### config.mk
export PLATFORM = sky130hd
export DESIGN_NAME = rgt_top
export DESIGN_NICKNAME = d
export VERILOG_FILES = /design/src/rtl/rgt_pkg.sv /design/src/rtl/rgt_top.sv
export VERILOG_INCLUDE_DIRS = /design/src /design/src/rtl
export SDC_FILE = /design/constraint.sdc
export NUM_CORES = 1
export LEC_CHECK = 0
export BUFFER_PORTS_ARGS = -buffer_cell sky130_fd_sc_hd__buf_2
export CAP_MARGIN = 20
export CELL_PAD_IN_SITES_DETAIL_PLACEMENT = 2
export CELL_PAD_IN_SITES_GLOBAL_PLACEMENT = 2
export CORE_ASPECT_RATIO = 0.6
export CORE_MARGIN = 2
export CORE_UTILIZATION = 36
export CTS_CLUSTER_SIZE = 24
export DETAILED_ROUTE_END_ITERATION = 8
export GPL_ROUTABILITY_DRIVEN = 0
export MAX_ROUTING_LAYER = met4
export PLACE_DENSITY_LB_ADDON = 0.1
export SLEW_MARGIN = 20
export SYNTH_ARGS = -nofsm -noshare
export SYNTH_HDL_FRONTEND = slang
export SYNTH_SLANG_ARGS = --single-unit
### constraint.sdc
create_clock -name pclk -period 6.4 [get_ports pclk]
set_clock_uncertainty 0.1 [all_clocks]
set_input_delay 1.28 -clock pclk [delete_from_list [all_inputs] [get_ports pclk]]
set_output_delay 1.28 -clock pclk [all_outputs]
set_load 0.01 [all_outputs]
### src/rtl/rgt_defines.svh
// Constants for the real-time gain tuning supervisor
// Contract
// - Settings 0 and 7 disable, 1-6 enable
// - Tuning setting resets to value one
// - 3,6 sharp; 2,5 gradual; 1,4 little change
// - Notch only in mode 2, setting 1-3,7
// - New setting applies at power-up or energize
// - Estimate resonance from speed vibration, set notch
// - Active tuning updates gains, inertia, notch frequency
// - Active tuning forces the fixed switching values
// - Active tuning rejects writes to tuned parameters
// - Save request copies tuning results to memory
// - Inertia and notch saved every 30 minutes; code does so only while tuning is active
`ifndef RGT_DEFINES_SVH
`define RGT_DEFINES_SVH

// ----------------------------------------------------------------
// Register byte offsets
// ----------------------------------------------------------------
`define RGT_OFF_TUNE_SET   8'h00
`define RGT_OFF_STIFFNESS  8'h04
`define RGT_OFF_CTRL_MODE  8'h08
`define RGT_OFF_STATUS     8'h0C
`define RGT_OFF_INERTIA    8'h10
`define RGT_OFF_NOTCH      8'h14
`define RGT_OFF_SAVE       8'h18
`define RGT_OFF_GAIN_BASE  8'h40
`define RGT_OFF_FIX_BASE   8'h80

// ----------------------------------------------------------------
// Reset values and codes
// ----------------------------------------------------------------
`define RGT_TUNE_SET_RST   3'h1
`define RGT_STIFF_RST      4'h4
`define RGT_MODE_RST       2'h0
`define RGT_MODE_HIGH_POS  2'h2
`define RGT_INERTIA_RST    16'h0064
`define RGT_NOTCH_RST      16'h0000
`define RGT_GAIN_RST       16'h0000

// Values forced while tuning is active
`define RGT_FIX_VFF        16'h012C
`define RGT_FIX_FF_FILT    16'h0032
`define RGT_FIX_G2_ACT     16'h0001
`define RGT_FIX_SW_MODE    16'h000A
`define RGT_FIX_SW_DELAY   16'h001E
`define RGT_FIX_SW_LEVEL   16'h0032
`define RGT_FIX_SW_HYST    16'h0021
`define RGT_FIX_SW_TIME    16'h0014

// ----------------------------------------------------------------
// Timing
// ----------------------------------------------------------------
`define RGT_CLK_HZ         125000000
`define RGT_SAVE_MIN       30
`define RGT_SAVE_CYC       (64'd60 * `RGT_SAVE_MIN * `RGT_CLK_HZ)

`endif

### src/rtl/rgt_pkg.sv
// Types shared by the real-time gain tuning supervisor
package rgt_pkg;

   typedef enum logic [1:0] {
      RGT_INERTIA_NONE,
      RGT_INERTIA_LITTLE,
      RGT_INERTIA_GRADUAL,
      RGT_INERTIA_SHARP
   } rgt_inertia_mode_t;

   typedef enum {
      RGT_SV_IDLE,
      RGT_SV_RUN
   } rgt_save_state_t;

   // One word toward nonvolatile memory
   typedef struct packed {
      logic        valid;
      logic [7:0]  addr;
      logic [15:0] data;
   } rgt_nv_wr_t;

   // Status word as software sees it
   typedef struct packed {
      logic       save_busy;
      logic       servo_on;
      logic       notch_on;
      logic       rt_active;
      logic [2:0] applied;
   } rgt_status_t;

endpackage

### src/rtl/rgt_top.sv
// Real-time gain tuning supervisor with APB register access
`include "rgt_defines.svh"

module rgt_top
   import rgt_pkg::*;
#(
   parameter int    N_GAIN    = 10,
   parameter int    N_FIX     = 8,
   parameter int    DW        = 16,
   parameter longint SAVE_CYC = `RGT_SAVE_CYC
) (
   input  wire logic                 pclk,
   input  wire logic                 presetn,
   input  wire logic                 ce,
   input  wire logic                 psel,
   input  wire logic                 penable,
   input  wire logic                 pwrite,
   input  wire logic [7:0]           paddr,
   input  wire logic [31:0]          pwdata,
   output logic      [31:0]          prdata,
   output logic                      pready,
   output logic                      pslverr,
   input  wire logic                 servo_on_pin,
   input  wire logic                 vib_sign_pin,
   input  wire logic                 est_valid,
   input  wire logic [DW-1:0]        est_inertia,
   input  wire logic [N_GAIN*DW-1:0] est_gain,
   input  wire logic                 nv_load_valid,
   input  wire logic [DW-1:0]        nv_load_inertia,
   input  wire logic [DW-1:0]        nv_load_notch,
   output rgt_nv_wr_t                nv_wr,
   input  wire logic                 nv_wr_ready,
   output logic                      rt_active,
   output logic                      notch_enable,
   output rgt_inertia_mode_t         inertia_mode,
   output logic [DW-1:0]             notch_coef,
   output logic [N_GAIN*DW-1:0]      gain_out,
   output logic [N_FIX*DW-1:0]       fix_out
);

   // ----------------------------------------------------------------
   // Register storage
   // ----------------------------------------------------------------
   logic [2:0]      tune_set;
   logic [3:0]      stiffness;
   logic [1:0]      ctrl_mode;
   logic [2:0]      applied;
   logic [DW-1:0]   inertia_ratio;
   logic [DW-1:0]   notch_freq;
   logic            apply_init;
   logic            save_pend;
   logic [63:0]     save_timer;
   logic            periodic_pend;
   logic [1:0]      servo_sync;
   logic            servo_q;
   logic [1:0]      vib_sync;
   logic            vib_q;
   logic [DW-1:0]   half_cnt;
   rgt_save_state_t sv_state;
   logic [3:0]      sv_idx;
   logic [3:0]      sv_last;

   // ----------------------------------------------------------------
   // Bus decode
   // ----------------------------------------------------------------
   logic        acc;
   logic        wr_go;
   logic [31:0] rd_data;
   logic        rd_hit;
   logic        tuned_addr;
   logic        wr_err;
   logic        gain_hit;
   logic        fix_hit;
   logic [3:0]  reg_idx;
   logic        energize;
   logic        take_set;
   logic        next_active;
   logic        save_req;
   logic        period_tick;
   logic        vib_edge;
   rgt_status_t status;

   // Transfer completes on the edge where the slave shows ready
   assign acc     = psel & penable;
   assign wr_go   = ce & acc & pready & pwrite & ~pslverr;
   assign reg_idx = paddr[5:2];
   assign gain_hit = (paddr[7:6] == 2'h1) && (32'(reg_idx) < N_GAIN)
                     && (paddr[1:0] == 2'h0);
   assign fix_hit  = (paddr[7:6] == 2'h2) && (32'(reg_idx) < N_FIX)
                     && (paddr[1:0] == 2'h0);
   assign tuned_addr = gain_hit || fix_hit
                       || paddr == `RGT_OFF_INERTIA
                       || paddr == `RGT_OFF_NOTCH;
   assign wr_err = pwrite & rt_active & tuned_addr;

   // Energize edge, taken once after the synchroniser
   assign energize = servo_sync[1] & ~servo_q;
   assign take_set = apply_init | energize;
   assign next_active = (tune_set != 3'h0) && (tune_set != 3'h7);
   assign save_req = wr_go && paddr == `RGT_OFF_SAVE && pwdata[0];
   assign period_tick = (save_timer == 64'(SAVE_CYC - 1));
   assign vib_edge = vib_sync[1] ^ vib_q;

   assign status.save_busy = (sv_state == RGT_SV_RUN);
   assign status.servo_on  = servo_sync[1];
   assign status.notch_on  = notch_enable;
   assign status.rt_active = rt_active;
   assign status.applied   = applied;

   // Read multiplexer and address check
   always_comb begin
      rd_data = 32'h0000_0000;
      rd_hit  = 1'b1;
      if (gain_hit) begin
         rd_data = 32'(gain_out[reg_idx*DW +: DW]);
      end else if (fix_hit) begin
         rd_data = 32'(fix_out[reg_idx*DW +: DW]);
      end else begin
         unique case (paddr)
            `RGT_OFF_TUNE_SET:  rd_data = 32'(tune_set);
            `RGT_OFF_STIFFNESS: rd_data = 32'(stiffness);
            `RGT_OFF_CTRL_MODE: rd_data = 32'(ctrl_mode);
            `RGT_OFF_STATUS:    rd_data = 32'(status);
            `RGT_OFF_INERTIA:   rd_data = 32'(inertia_ratio);
            `RGT_OFF_NOTCH:     rd_data = 32'(notch_freq);
            `RGT_OFF_SAVE:      rd_data = 32'(status.save_busy);
            default:            rd_hit  = 1'b0;
         endcase
      end
   end

   // ----------------------------------------------------------------
   // APB answer: one wait state, data and error registered
   // ----------------------------------------------------------------
   always_ff @(posedge pclk or negedge presetn) begin
      if (!presetn) begin
         pready  <= 1'b0;
         pslverr <= 1'b0;
         prdata  <= 32'h0000_0000;
      end else if (ce) begin
         pready  <= acc & ~pready;
         if (acc & ~pready) begin
            pslverr <= ~rd_hit | wr_err;
            prdata  <= pwrite ? 32'h0000_0000 : rd_data;
         end else begin
            pslverr <= 1'b0;
         end
      end
   end

   // ----------------------------------------------------------------
   // Operator settings
   // ----------------------------------------------------------------
   // Pending setting is only stored; it acts at the next energize
   always_ff @(posedge pclk or negedge presetn) begin
      if (!presetn) begin
         tune_set  <= `RGT_TUNE_SET_RST;
         stiffness <= `RGT_STIFF_RST;
         ctrl_mode <= `RGT_MODE_RST;
      end else if (wr_go) begin
         if (paddr == `RGT_OFF_TUNE_SET) begin
            tune_set <= pwdata[2:0];
         end
         if (paddr == `RGT_OFF_STIFFNESS) begin
            stiffness <= pwdata[3:0];
         end
         if (paddr == `RGT_OFF_CTRL_MODE) begin
            ctrl_mode <= pwdata[1:0];
         end
      end
   end

   // ----------------------------------------------------------------
   // Pin synchronisers and energize edge
   // ----------------------------------------------------------------
   always_ff @(posedge pclk or negedge presetn) begin
      if (!presetn) begin
         servo_sync <= 2'b00;
         servo_q    <= 1'b0;
         vib_sync   <= 2'b00;
         vib_q      <= 1'b0;
      end else if (ce) begin
         servo_sync <= {servo_sync[0], servo_on_pin};
         servo_q    <= servo_sync[1];
         vib_sync   <= {vib_sync[0], vib_sign_pin};
         vib_q      <= vib_sync[1];
      end
   end

   // ----------------------------------------------------------------
   // Applied setting and derived modes
   // ----------------------------------------------------------------
   // First enabled cycle after reset counts as power-up
   always_ff @(posedge pclk or negedge presetn) begin
      if (!presetn) begin
         apply_init   <= 1'b1;
         applied      <= 3'h0;
         rt_active    <= 1'b0;
         inertia_mode <= RGT_INERTIA_NONE;
      end else if (ce) begin
         apply_init <= 1'b0;
         if (take_set) begin
            applied   <= tune_set;
            rt_active <= next_active;
            unique case (tune_set)
               3'h1, 3'h4: inertia_mode <= RGT_INERTIA_LITTLE;
               3'h2, 3'h5: inertia_mode <= RGT_INERTIA_GRADUAL;
               3'h3, 3'h6: inertia_mode <= RGT_INERTIA_SHARP;
               default:    inertia_mode <= RGT_INERTIA_NONE;
            endcase
         end
      end
   end

   // Mode may change at any time, so the notch follows it directly
   always_ff @(posedge pclk or negedge presetn) begin
      if (!presetn) begin
         notch_enable <= 1'b0;
      end else if (ce) begin
         notch_enable <= (ctrl_mode == `RGT_MODE_HIGH_POS)
                         && ((applied >= 3'h1 && applied <= 3'h3)
                             || applied == 3'h7);
      end
   end

   // ----------------------------------------------------------------
   // Resonance estimate from speed vibration
   // ----------------------------------------------------------------
   // Half-period of the vibration in clocks; it is the notch
   // coefficient. Below about 950 hertz the count saturates.
   always_ff @(posedge pclk or negedge presetn) begin
      if (!presetn) begin
         half_cnt <= '0;
      end else if (ce) begin
         if (vib_edge) begin
            half_cnt <= '0;
         end else if (half_cnt != '1) begin
            half_cnt <= half_cnt + 1'b1;
         end
      end
   end

   // Notch frequency: tuned value, restored value, or software
   always_ff @(posedge pclk or negedge presetn) begin
      if (!presetn) begin
         notch_freq <= `RGT_NOTCH_RST;
         notch_coef <= `RGT_NOTCH_RST;
      end else if (ce) begin
         notch_coef <= notch_freq;
         if (nv_load_valid) begin
            notch_freq <= nv_load_notch;
         end else if (notch_enable && vib_edge) begin
            notch_freq <= half_cnt;
         end else if (wr_go && paddr == `RGT_OFF_NOTCH) begin
            notch_freq <= pwdata[DW-1:0];
         end
      end
   end

   // Inertia ratio from the estimator while tuning is active
   always_ff @(posedge pclk or negedge presetn) begin
      if (!presetn) begin
         inertia_ratio <= `RGT_INERTIA_RST;
      end else if (ce) begin
         if (nv_load_valid) begin
            inertia_ratio <= nv_load_inertia;
         end else if (rt_active && est_valid) begin
            inertia_ratio <= est_inertia;
         end else if (wr_go && paddr == `RGT_OFF_INERTIA) begin
            inertia_ratio <= pwdata[DW-1:0];
         end
      end
   end

   // ----------------------------------------------------------------
   // Gain sets and forced switching values
   // ----------------------------------------------------------------
   function automatic logic [DW-1:0] fix_val(input int i);
      unique case (i)
         0:       fix_val = `RGT_FIX_VFF;
         1:       fix_val = `RGT_FIX_FF_FILT;
         2:       fix_val = `RGT_FIX_G2_ACT;
         3:       fix_val = `RGT_FIX_SW_MODE;
         4:       fix_val = `RGT_FIX_SW_DELAY;
         5:       fix_val = `RGT_FIX_SW_LEVEL;
         6:       fix_val = `RGT_FIX_SW_HYST;
         default: fix_val = `RGT_FIX_SW_TIME;
      endcase
   endfunction

   for (genvar g = 0; g < N_GAIN; g++) begin : g_gain
      // Both gain sets follow the estimator while active
      always_ff @(posedge pclk or negedge presetn) begin
         if (!presetn) begin
            gain_out[g*DW +: DW] <= `RGT_GAIN_RST;
         end else if (ce) begin
            if (rt_active && est_valid) begin
               gain_out[g*DW +: DW] <= est_gain[g*DW +: DW];
            end else if (wr_go && gain_hit && 32'(reg_idx) == g) begin
               gain_out[g*DW +: DW] <= pwdata[DW-1:0];
            end
         end
      end
   end

   for (genvar f = 0; f < N_FIX; f++) begin : g_fix
      // Values are pinned every cycle while active
      always_ff @(posedge pclk or negedge presetn) begin
         if (!presetn) begin
            fix_out[f*DW +: DW] <= fix_val(f);
         end else if (ce) begin
            if (rt_active) begin
               fix_out[f*DW +: DW] <= fix_val(f);
            end else if (wr_go && fix_hit && 32'(reg_idx) == f) begin
               fix_out[f*DW +: DW] <= pwdata[DW-1:0];
            end
         end
      end
   end

   // ----------------------------------------------------------------
   // Nonvolatile save
   // ----------------------------------------------------------------
   // Free-running interval timer for the periodic save
   always_ff @(posedge pclk or negedge presetn) begin
      if (!presetn) begin
         save_timer <= 64'h0;
      end else if (ce) begin
         save_timer <= period_tick ? 64'h0 : save_timer + 64'h1;
      end
   end

   // Requests wait while a save runs; a new one wins over the clear
   always_ff @(posedge pclk or negedge presetn) begin
      if (!presetn) begin
         save_pend     <= 1'b0;
         periodic_pend <= 1'b0;
      end else if (ce) begin
         if (save_req) begin
            save_pend <= 1'b1;
         end else if (sv_state == RGT_SV_IDLE) begin
            save_pend <= 1'b0;
         end
         if (period_tick && rt_active) begin
            periodic_pend <= 1'b1;
         end else if (sv_state == RGT_SV_IDLE && !save_pend) begin
            periodic_pend <= 1'b0;
         end
      end
   end

   // Walks words: 0 inertia, 1 notch, then the gains
   always_ff @(posedge pclk or negedge presetn) begin
      if (!presetn) begin
         sv_state <= RGT_SV_IDLE;
         sv_idx   <= 4'h0;
         sv_last  <= 4'h0;
         nv_wr    <= '0;
      end else if (ce) begin
         unique case (sv_state)
            RGT_SV_IDLE: begin
               if (save_pend || periodic_pend) begin
                  sv_state <= RGT_SV_RUN;
                  sv_idx   <= 4'h0;
                  sv_last  <= save_pend ? 4'(N_GAIN + 1) : 4'h1;
                  nv_wr.valid <= 1'b1;
                  nv_wr.addr  <= 8'h00;
                  nv_wr.data  <= inertia_ratio;
               end
            end
            RGT_SV_RUN: begin
               if (nv_wr_ready) begin
                  if (sv_idx == sv_last) begin
                     sv_state    <= RGT_SV_IDLE;
                     nv_wr.valid <= 1'b0;
                  end else begin
                     sv_idx     <= sv_idx + 4'h1;
                     nv_wr.addr <= 8'(sv_idx + 4'h1);
                     nv_wr.data <= (sv_idx == 4'h0) ? notch_freq
                                   : gain_out[(sv_idx - 4'h1)*DW +: DW];
                  end
               end
            end
         endcase
      end
   end

endmodule

==> run metrics, run 1 <==
Post-CTS Setup Inserts 0; FF+latch count, synth roughly 480; DP Cell Count roughly 4,000; die area 74,800 sq um; reg-to-reg slack, setup ~2.7 ns; Hold Path Class flop to flop; Final min period between 3 and 4 ns; Nets 3,420; clk slew on worst S/H paths 0.07 ns; Synth Area per Inst a little under 10 sq um; Fmax about 270 MHz; design area 32,000 sq um; Worst Tran Pin Value 1.23 ns; Post-route DRC 0; area added between synthesis and finish 22.6%; Leak between 15 and 20 nW; worst path required time a little under 7 ns; final WL between 100 and 150 mm; Power per Cell Area 292 nW/um^2; PortBufs 590; post-synthesis cell area 26,100 sq um; die width 352 microns; later-pin clock latency in the skew report 0.65 ns; first-pass GRT wire length 182 mm; Starting DRT DRC Count 1,994; H-tree levels 2; Initial Util 0.364; CP max-delay cell buf_4; DRT Pass-1 Iters 5; clk root buf clkbuf_16; RSZ-0062 raised after global routing no; critical path, cell by cell buf_4 -> inv_1 -> ha_1 -> xnor2_2 -> buf_4 -> nand2_1 -> a32oi_1 -> nand4_1 -> a211oi_1; Setup TNS 0 ns; post-synthesis sequential area ratio 0.464; asr flop ratio synth 1.00; CTS resizes 0; fillers roughly 7,700; slowest stage delay, CP 0.71 ns; max_slew headroom 0.177; vias in the first global route 26,400; row cnt 76; Crit Path Category flop to flop; initial antenna violation count 20; vias per std cell 5.85; max-cap violation count 0; Bufs on Longest Clock Path 3; Cell Area, Placed 30,200 sq um; pin count of the biggest net entering global routing 167; Setup-failing EPs final 0; layout cells sized above 1 0.297; Cell variety after synth 65; Hold-fix buffers, CTS 0; CP Launch Type flop; fin cells about 4,200; most frequent cells in the layout buf_2, dfrtp_1, mux2i_1; Post-synth EDFFs 0; total CTS buffers 51; WP buf/inv 3; grt total ovfl 0; area of the multi-input gates between 10,000 and 15,000 sq um; total core area around 72,000 sq um; I/O pins roughly 630; Die Y 213 microns; most used cell, CP buf_4; post-route ant nets 0; Top FF cell, synth dfrtp_1; CP Max Fanout 78; routed via count 24,500; dpl hpwl around 92 mm; Ys Warns 0; commonest non-fill, non-tap cell in the layout buf_2; fin util 0.446; Arr. time, crit path 4.11 ns; GRT Overall Usage 0.339; CTS tree yes; CTS Sinks 483; Max IR drop VDD between 0.3 and 0.4 mV; status finished, final reports clean; fin crit share 0.571; Routed WL per cell about 30 microns; Syn Inst Count approximately 2,600; FF+latch area 12,100 sq um; Hold Vio Cnt, Final 0; crit end category flop; CP delay by family, top buffers and inverters; Final Max Tran Viols 0
-- cell families after synthesis --
family,after synthesis,synth area share
xor gates and xnor gates,73,0.0245
DFF,483,0.464
and+or+nand+nor,702,0.132
muxes,382,0.179
buffers and inverters,393,0.0608
other,1,0.000144
AOI/OAI and AO/OA,605,0.137
adders and majority gates,5,0.00240
-- power by group --
| part | internal (mW) | switching, mW |
|---|---|---|
| sequential | 3.24 | 0.223 |
| clock | 1.77 | 1.44 |
| combinational | 0.800 | 1.88 |
| total | 5.81 | 3.54 |
-- worst reg2reg max path: stages, from the launching register on --
cell	delay (ns)
dfrtp_1	0.33
buf_4	0.41
inv_1	0.23
ha_1	0.40
xnor2_2	0.17
buf_4	0.71
nand2_1	0.25
a32oi_1	0.27
nand4_1	0.38
a211oi_1	0.32
-- per-stage QoR --
stage	worst slack [ns]	hold WS (ns)	power [mW]
finish	2.75	0.372	9.36
global route	2.56	0.409	9.71
global placement	2.30	0.358	5.99
floorplan	3.02	0.343	4.86
detailed placement	2.23	0.361	6.12
CTS	2.86	0.375	9.35
-- synth_stat cells (11+ instances only) --
library cell  count  share of area
o21ai_1          11         0.0021
a221oi_1         16         0.0054
o211ai_1         36          0.010
nand3_1         153          0.029
o2111ai_1        12         0.0040
a211oi_1         19         0.0055
mux2i_1         252          0.097
mux4_2           62          0.053
dfrtp_1         456           0.44
buf_2            24         0.0046
o22a_1           12         0.0040
nor2_1          103          0.015
xor2_1           39          0.013
a32oi_1          17         0.0057
nor3_1           40         0.0077
mux2_2           68          0.029
clkbuf_1        151          0.022
dfstp_2          27          0.027
buf_4            20         0.0058
nand2b_1         22         0.0053
nand4_1          47          0.011
nand2_1         218          0.031
buf_1            17         0.0024
xnor2_1          34          0.011
a21boi_0         18         0.0052
o21ai_0         198          0.038
a21oi_1         223          0.043
and3_1           15         0.0036
inv_1           180          0.026
nor4_1           38         0.0091
-- per-layer routing --
metal,share of wire,wire length [microns],vias to the layer above,global-route usage
met2,0.45,56400,866,0.506
met3,0.067,8350,218,0.0663
met1,0.45,55300,12900,0.462
met5,0,0,-,-
met4,0.034,4210,0,0.109
li1,-,-,10500,-
-- flip-flops by register name, indices dropped and copies added (netlist names), 4 cells and up --
name,flops
stiffness,4
nv_wr,19
notch_freq,16
half_cnt,16
prdata,16
fix_out,128
notch_coef,16
gain_out,160
inertia_ratio,16
save_timer,64
-- cell type report --
class,count,share of cell area
Clock inverter,32,0.0103
Inverter,180,0.0211
Antenna cell,16,0.00125
Multi-Input combinational cell,1786,0.396
Clock buffer,64,0.0439
Tap cell,975,0.0381
Sequential cell,483,0.379
Timing Repair Buffer,654,0.111
-- path summary, 6_finish.rpt --
| check | start | endpoint | cells after the start |
|---|---|---|---|
| setup / recovery | sv_idx[0] | nv_wr[4] | 9 |
| min in group asynchronous | presetn | gain_out[35] | 1 |
| hold reg to reg | prdata[5] | prdata[5] | 2 |
| hold / removal | prdata[5] | prdata[5] | 2 |
| max in group asynchronous | presetn | fix_out[50] | 2 |
| setup reg to reg | sv_idx[0] | nv_wr[4] | 9 |
Power figures use the tool's default switching activity.
==> inputs of run 2 (changes only) <==
--- a/config.mk
+++ b/config.mk
@@ -12,7 +12,7 @@
 export CELL_PAD_IN_SITES_GLOBAL_PLACEMENT = 2
 export CORE_ASPECT_RATIO = 0.6
 export CORE_MARGIN = 2
-export CORE_UTILIZATION = 36
+export CORE_UTILIZATION = 33
 export CTS_CLUSTER_SIZE = 24
 export DETAILED_ROUTE_END_ITERATION = 8
 export GPL_ROUTABILITY_DRIVEN = 0
==> constraint.sdc (replaced) <==
create_clock -name pclk -period 3.8 [get_ports pclk]
set_clock_uncertainty 0.1 [all_clocks]
set_input_delay 0.76 -clock pclk [delete_from_list [all_inputs] [get_ports pclk]]
set_output_delay 0.76 -clock pclk [all_outputs]
set_load 0.01 [all_outputs]
==> run metrics, run 2 (synthesis results as in run 1) <==
DP Cell Count 4,182; routed via count 24,700; Hold Path Class primary input to asynchronous set/reset pin; final WL 129 mm; Max IR drop VDD 0.713 mV; Routed WL per cell between 20 and 30 microns; PortBufs 590; switching power 6.02 mW; max FFs per register 160; switch share 0.372; later-pin clock latency in the skew report around 0.65 ns; clock share of power 0.351; first-pass GRT wire length 189 mm; FF+latch area 12,100 sq um; Bufs on Longest Clock Path 3; CTS Sinks 483; failing checks negative hold slack; WL met1 58.1 mm; I/O pins 626; sequential share of power 0.362; Hold-fix buffers, CTS 0; met2 wire len around 59 mm; DRT Pass-1 Iters 5; Initial Util 0.335; die width 367 microns; max-cap violation count 0; status complete, but fails checks; Biggest register gain_out; Int Pwr 10.2 mW; setup slack after layout just over 0.6 ns; Top Registers gain_out x160, fix_out x128, save_timer x64; CP Max Fanout 16; worst path required time 4.24 ns; Gate power share 0.287; fin cells 4,302; vias in the first global route 26,900; fin crit share 0.837; total core area 77,900 sq um; pin count of the biggest net entering global routing 79; Highest Signal Layer met4; total CTS buffers 52; post-route ant nets 0; Setup TNS 0 ns; FF-to-FF Start sv_idx[1]; GRT Overall Usage 0.320; area of the multi-input gates 12,600 sq um; reg2reg end nv_wr[10]; met3 wire len 8.52 mm; Fmax 314 MHz; Arr. time, crit path 3.62 ns; grt total ovfl 0; Post-CTS Setup Inserts 0; Nets 3,451; Worst Tran Pin Value 1.23 ns; worst hold slack -0.00227 ns; commonest non-fill, non-tap cell in the layout buf_2; Final Max Tran Viols 0; CP Launch Type flop; reg-to-reg slack, setup slightly above 0.6 ns; fillers 8,433; clk root buf clkbuf_16; Die Y between 200 and 250 microns; RSZ-0062 raised after global routing no; Post-route DRC 0; clk slew on worst S/H paths 0.06 ns; vias per std cell roughly 5.7; Starting DRT DRC Count 1,732; most frequent cells in the layout buf_2, dfrtp_1, mux2i_1; Hold Vio Cnt, Final 2; FF-to-FF path depth 7; row cnt 79; Crit Path Category flop to flop; CTS tree yes; Setup-failing EPs final 0; max_slew headroom 0.174; Setup WS pre-CTS 0.554 ns; CTS resizes 0; crit end category flop; area added between synthesis and finish 24.7%; die area ~80,000 sq um; Leak 16.7 nW; layout cells sized above 1 0.302; Power per Cell Area 497 nW/um^2; H-tree levels 2; initial antenna violation count 20; Final min period between 3 and 4 ns; dpl hpwl 96.4 mm
[run 2: cell count changes in the layout (fill, tap and decap cells not counted), moves of 2 or more]
cell / previous run / this run
clkinvlp_4: 3 / 0
clkinv_2: 21 / 15
bufinv_16: 5 / 7
diode_2: 16 / 18
buf_8: 3 / 1
buf_16: 1 / 4
buf_12: 4 / 12
buf_4: 59 / 80
clkbuf_8: 8 / 13
clkbuf_1: 5 / 8
[run 2: metrics by stage]
| step | total power [mW] | utilization | area [sq um] |
|---|---|---|---|
| finish | 16.2 | 0.418 | 32600 |
| global route | 16.8 | 0.418 | 32600 |
| CTS | 16.2 | 0.416 | 32400 |
| detailed placement | 10.5 | 0.392 | 30600 |
| global placement | 10.3 | 0.392 | 30600 |
| floorplan | 8.18 | - | 26200 |
[run 2: how the worst max path moves through the flow]
stage | slack (ns) | endpoint | start | cells past startpoint
2_1_floorplan | 0.94 | gain_out[10] | paddr[2] | 7
3_3_place_gp | 0.57 | prdata[9] | paddr[2] | 7
3_5_place_dp | 0.55 | prdata[7] | paddr[2] | 7
4_1_cts | 0.68 | nv_wr[7] | sv_idx[1] | 7
5_1_grt | 0.49 | nv_wr[10] | sv_idx[1] | 7
6_report | 0.62 | nv_wr[10] | sv_idx[1] | 7
[run 2: critical path, stage by stage (launching register included)]
cell and delay [ns]:
dfrtp_1 0.55, inv_1 0.15, ha_1 0.25, or4_1 0.42, a211o_1 0.28, a21oi_2 0.80, a221oi_1 0.22, a211oi_1 0.31
[run 2: cell type report]
type                    count  area share
clock buffers              73      0.0464
repair buffers            684       0.120
clock inverters            25      0.0101
well taps                1053      0.0405
diodes                     18     0.00138
multi-input cells        1786       0.388
flip-flops and latches    483       0.372
inverters                 180      0.0208
[run 2: power groups by stage]
stage / clock network (mW) / registers (mW) / logic [mW]
floorplan: 0 / 5.86 / 2.31
global placement: 0 / 5.91 / 4.35
detailed placement: 0 / 5.94 / 4.55
CTS: 5.78 / 5.85 / 4.57
global route: 5.98 / 5.89 / 4.96
finish: 5.68 / 5.86 / 4.65
[run 2: per-layer routing]
| metal | global-route usage | up-vias |
|---|---|---|
| met1 | 0.436 | 13200 |
| met4 | 0.0867 | 0 |
| met2 | 0.484 | 763 |
| met5 | - | - |
| met3 | 0.0644 | 180 |
| li1 | - | 10600 |
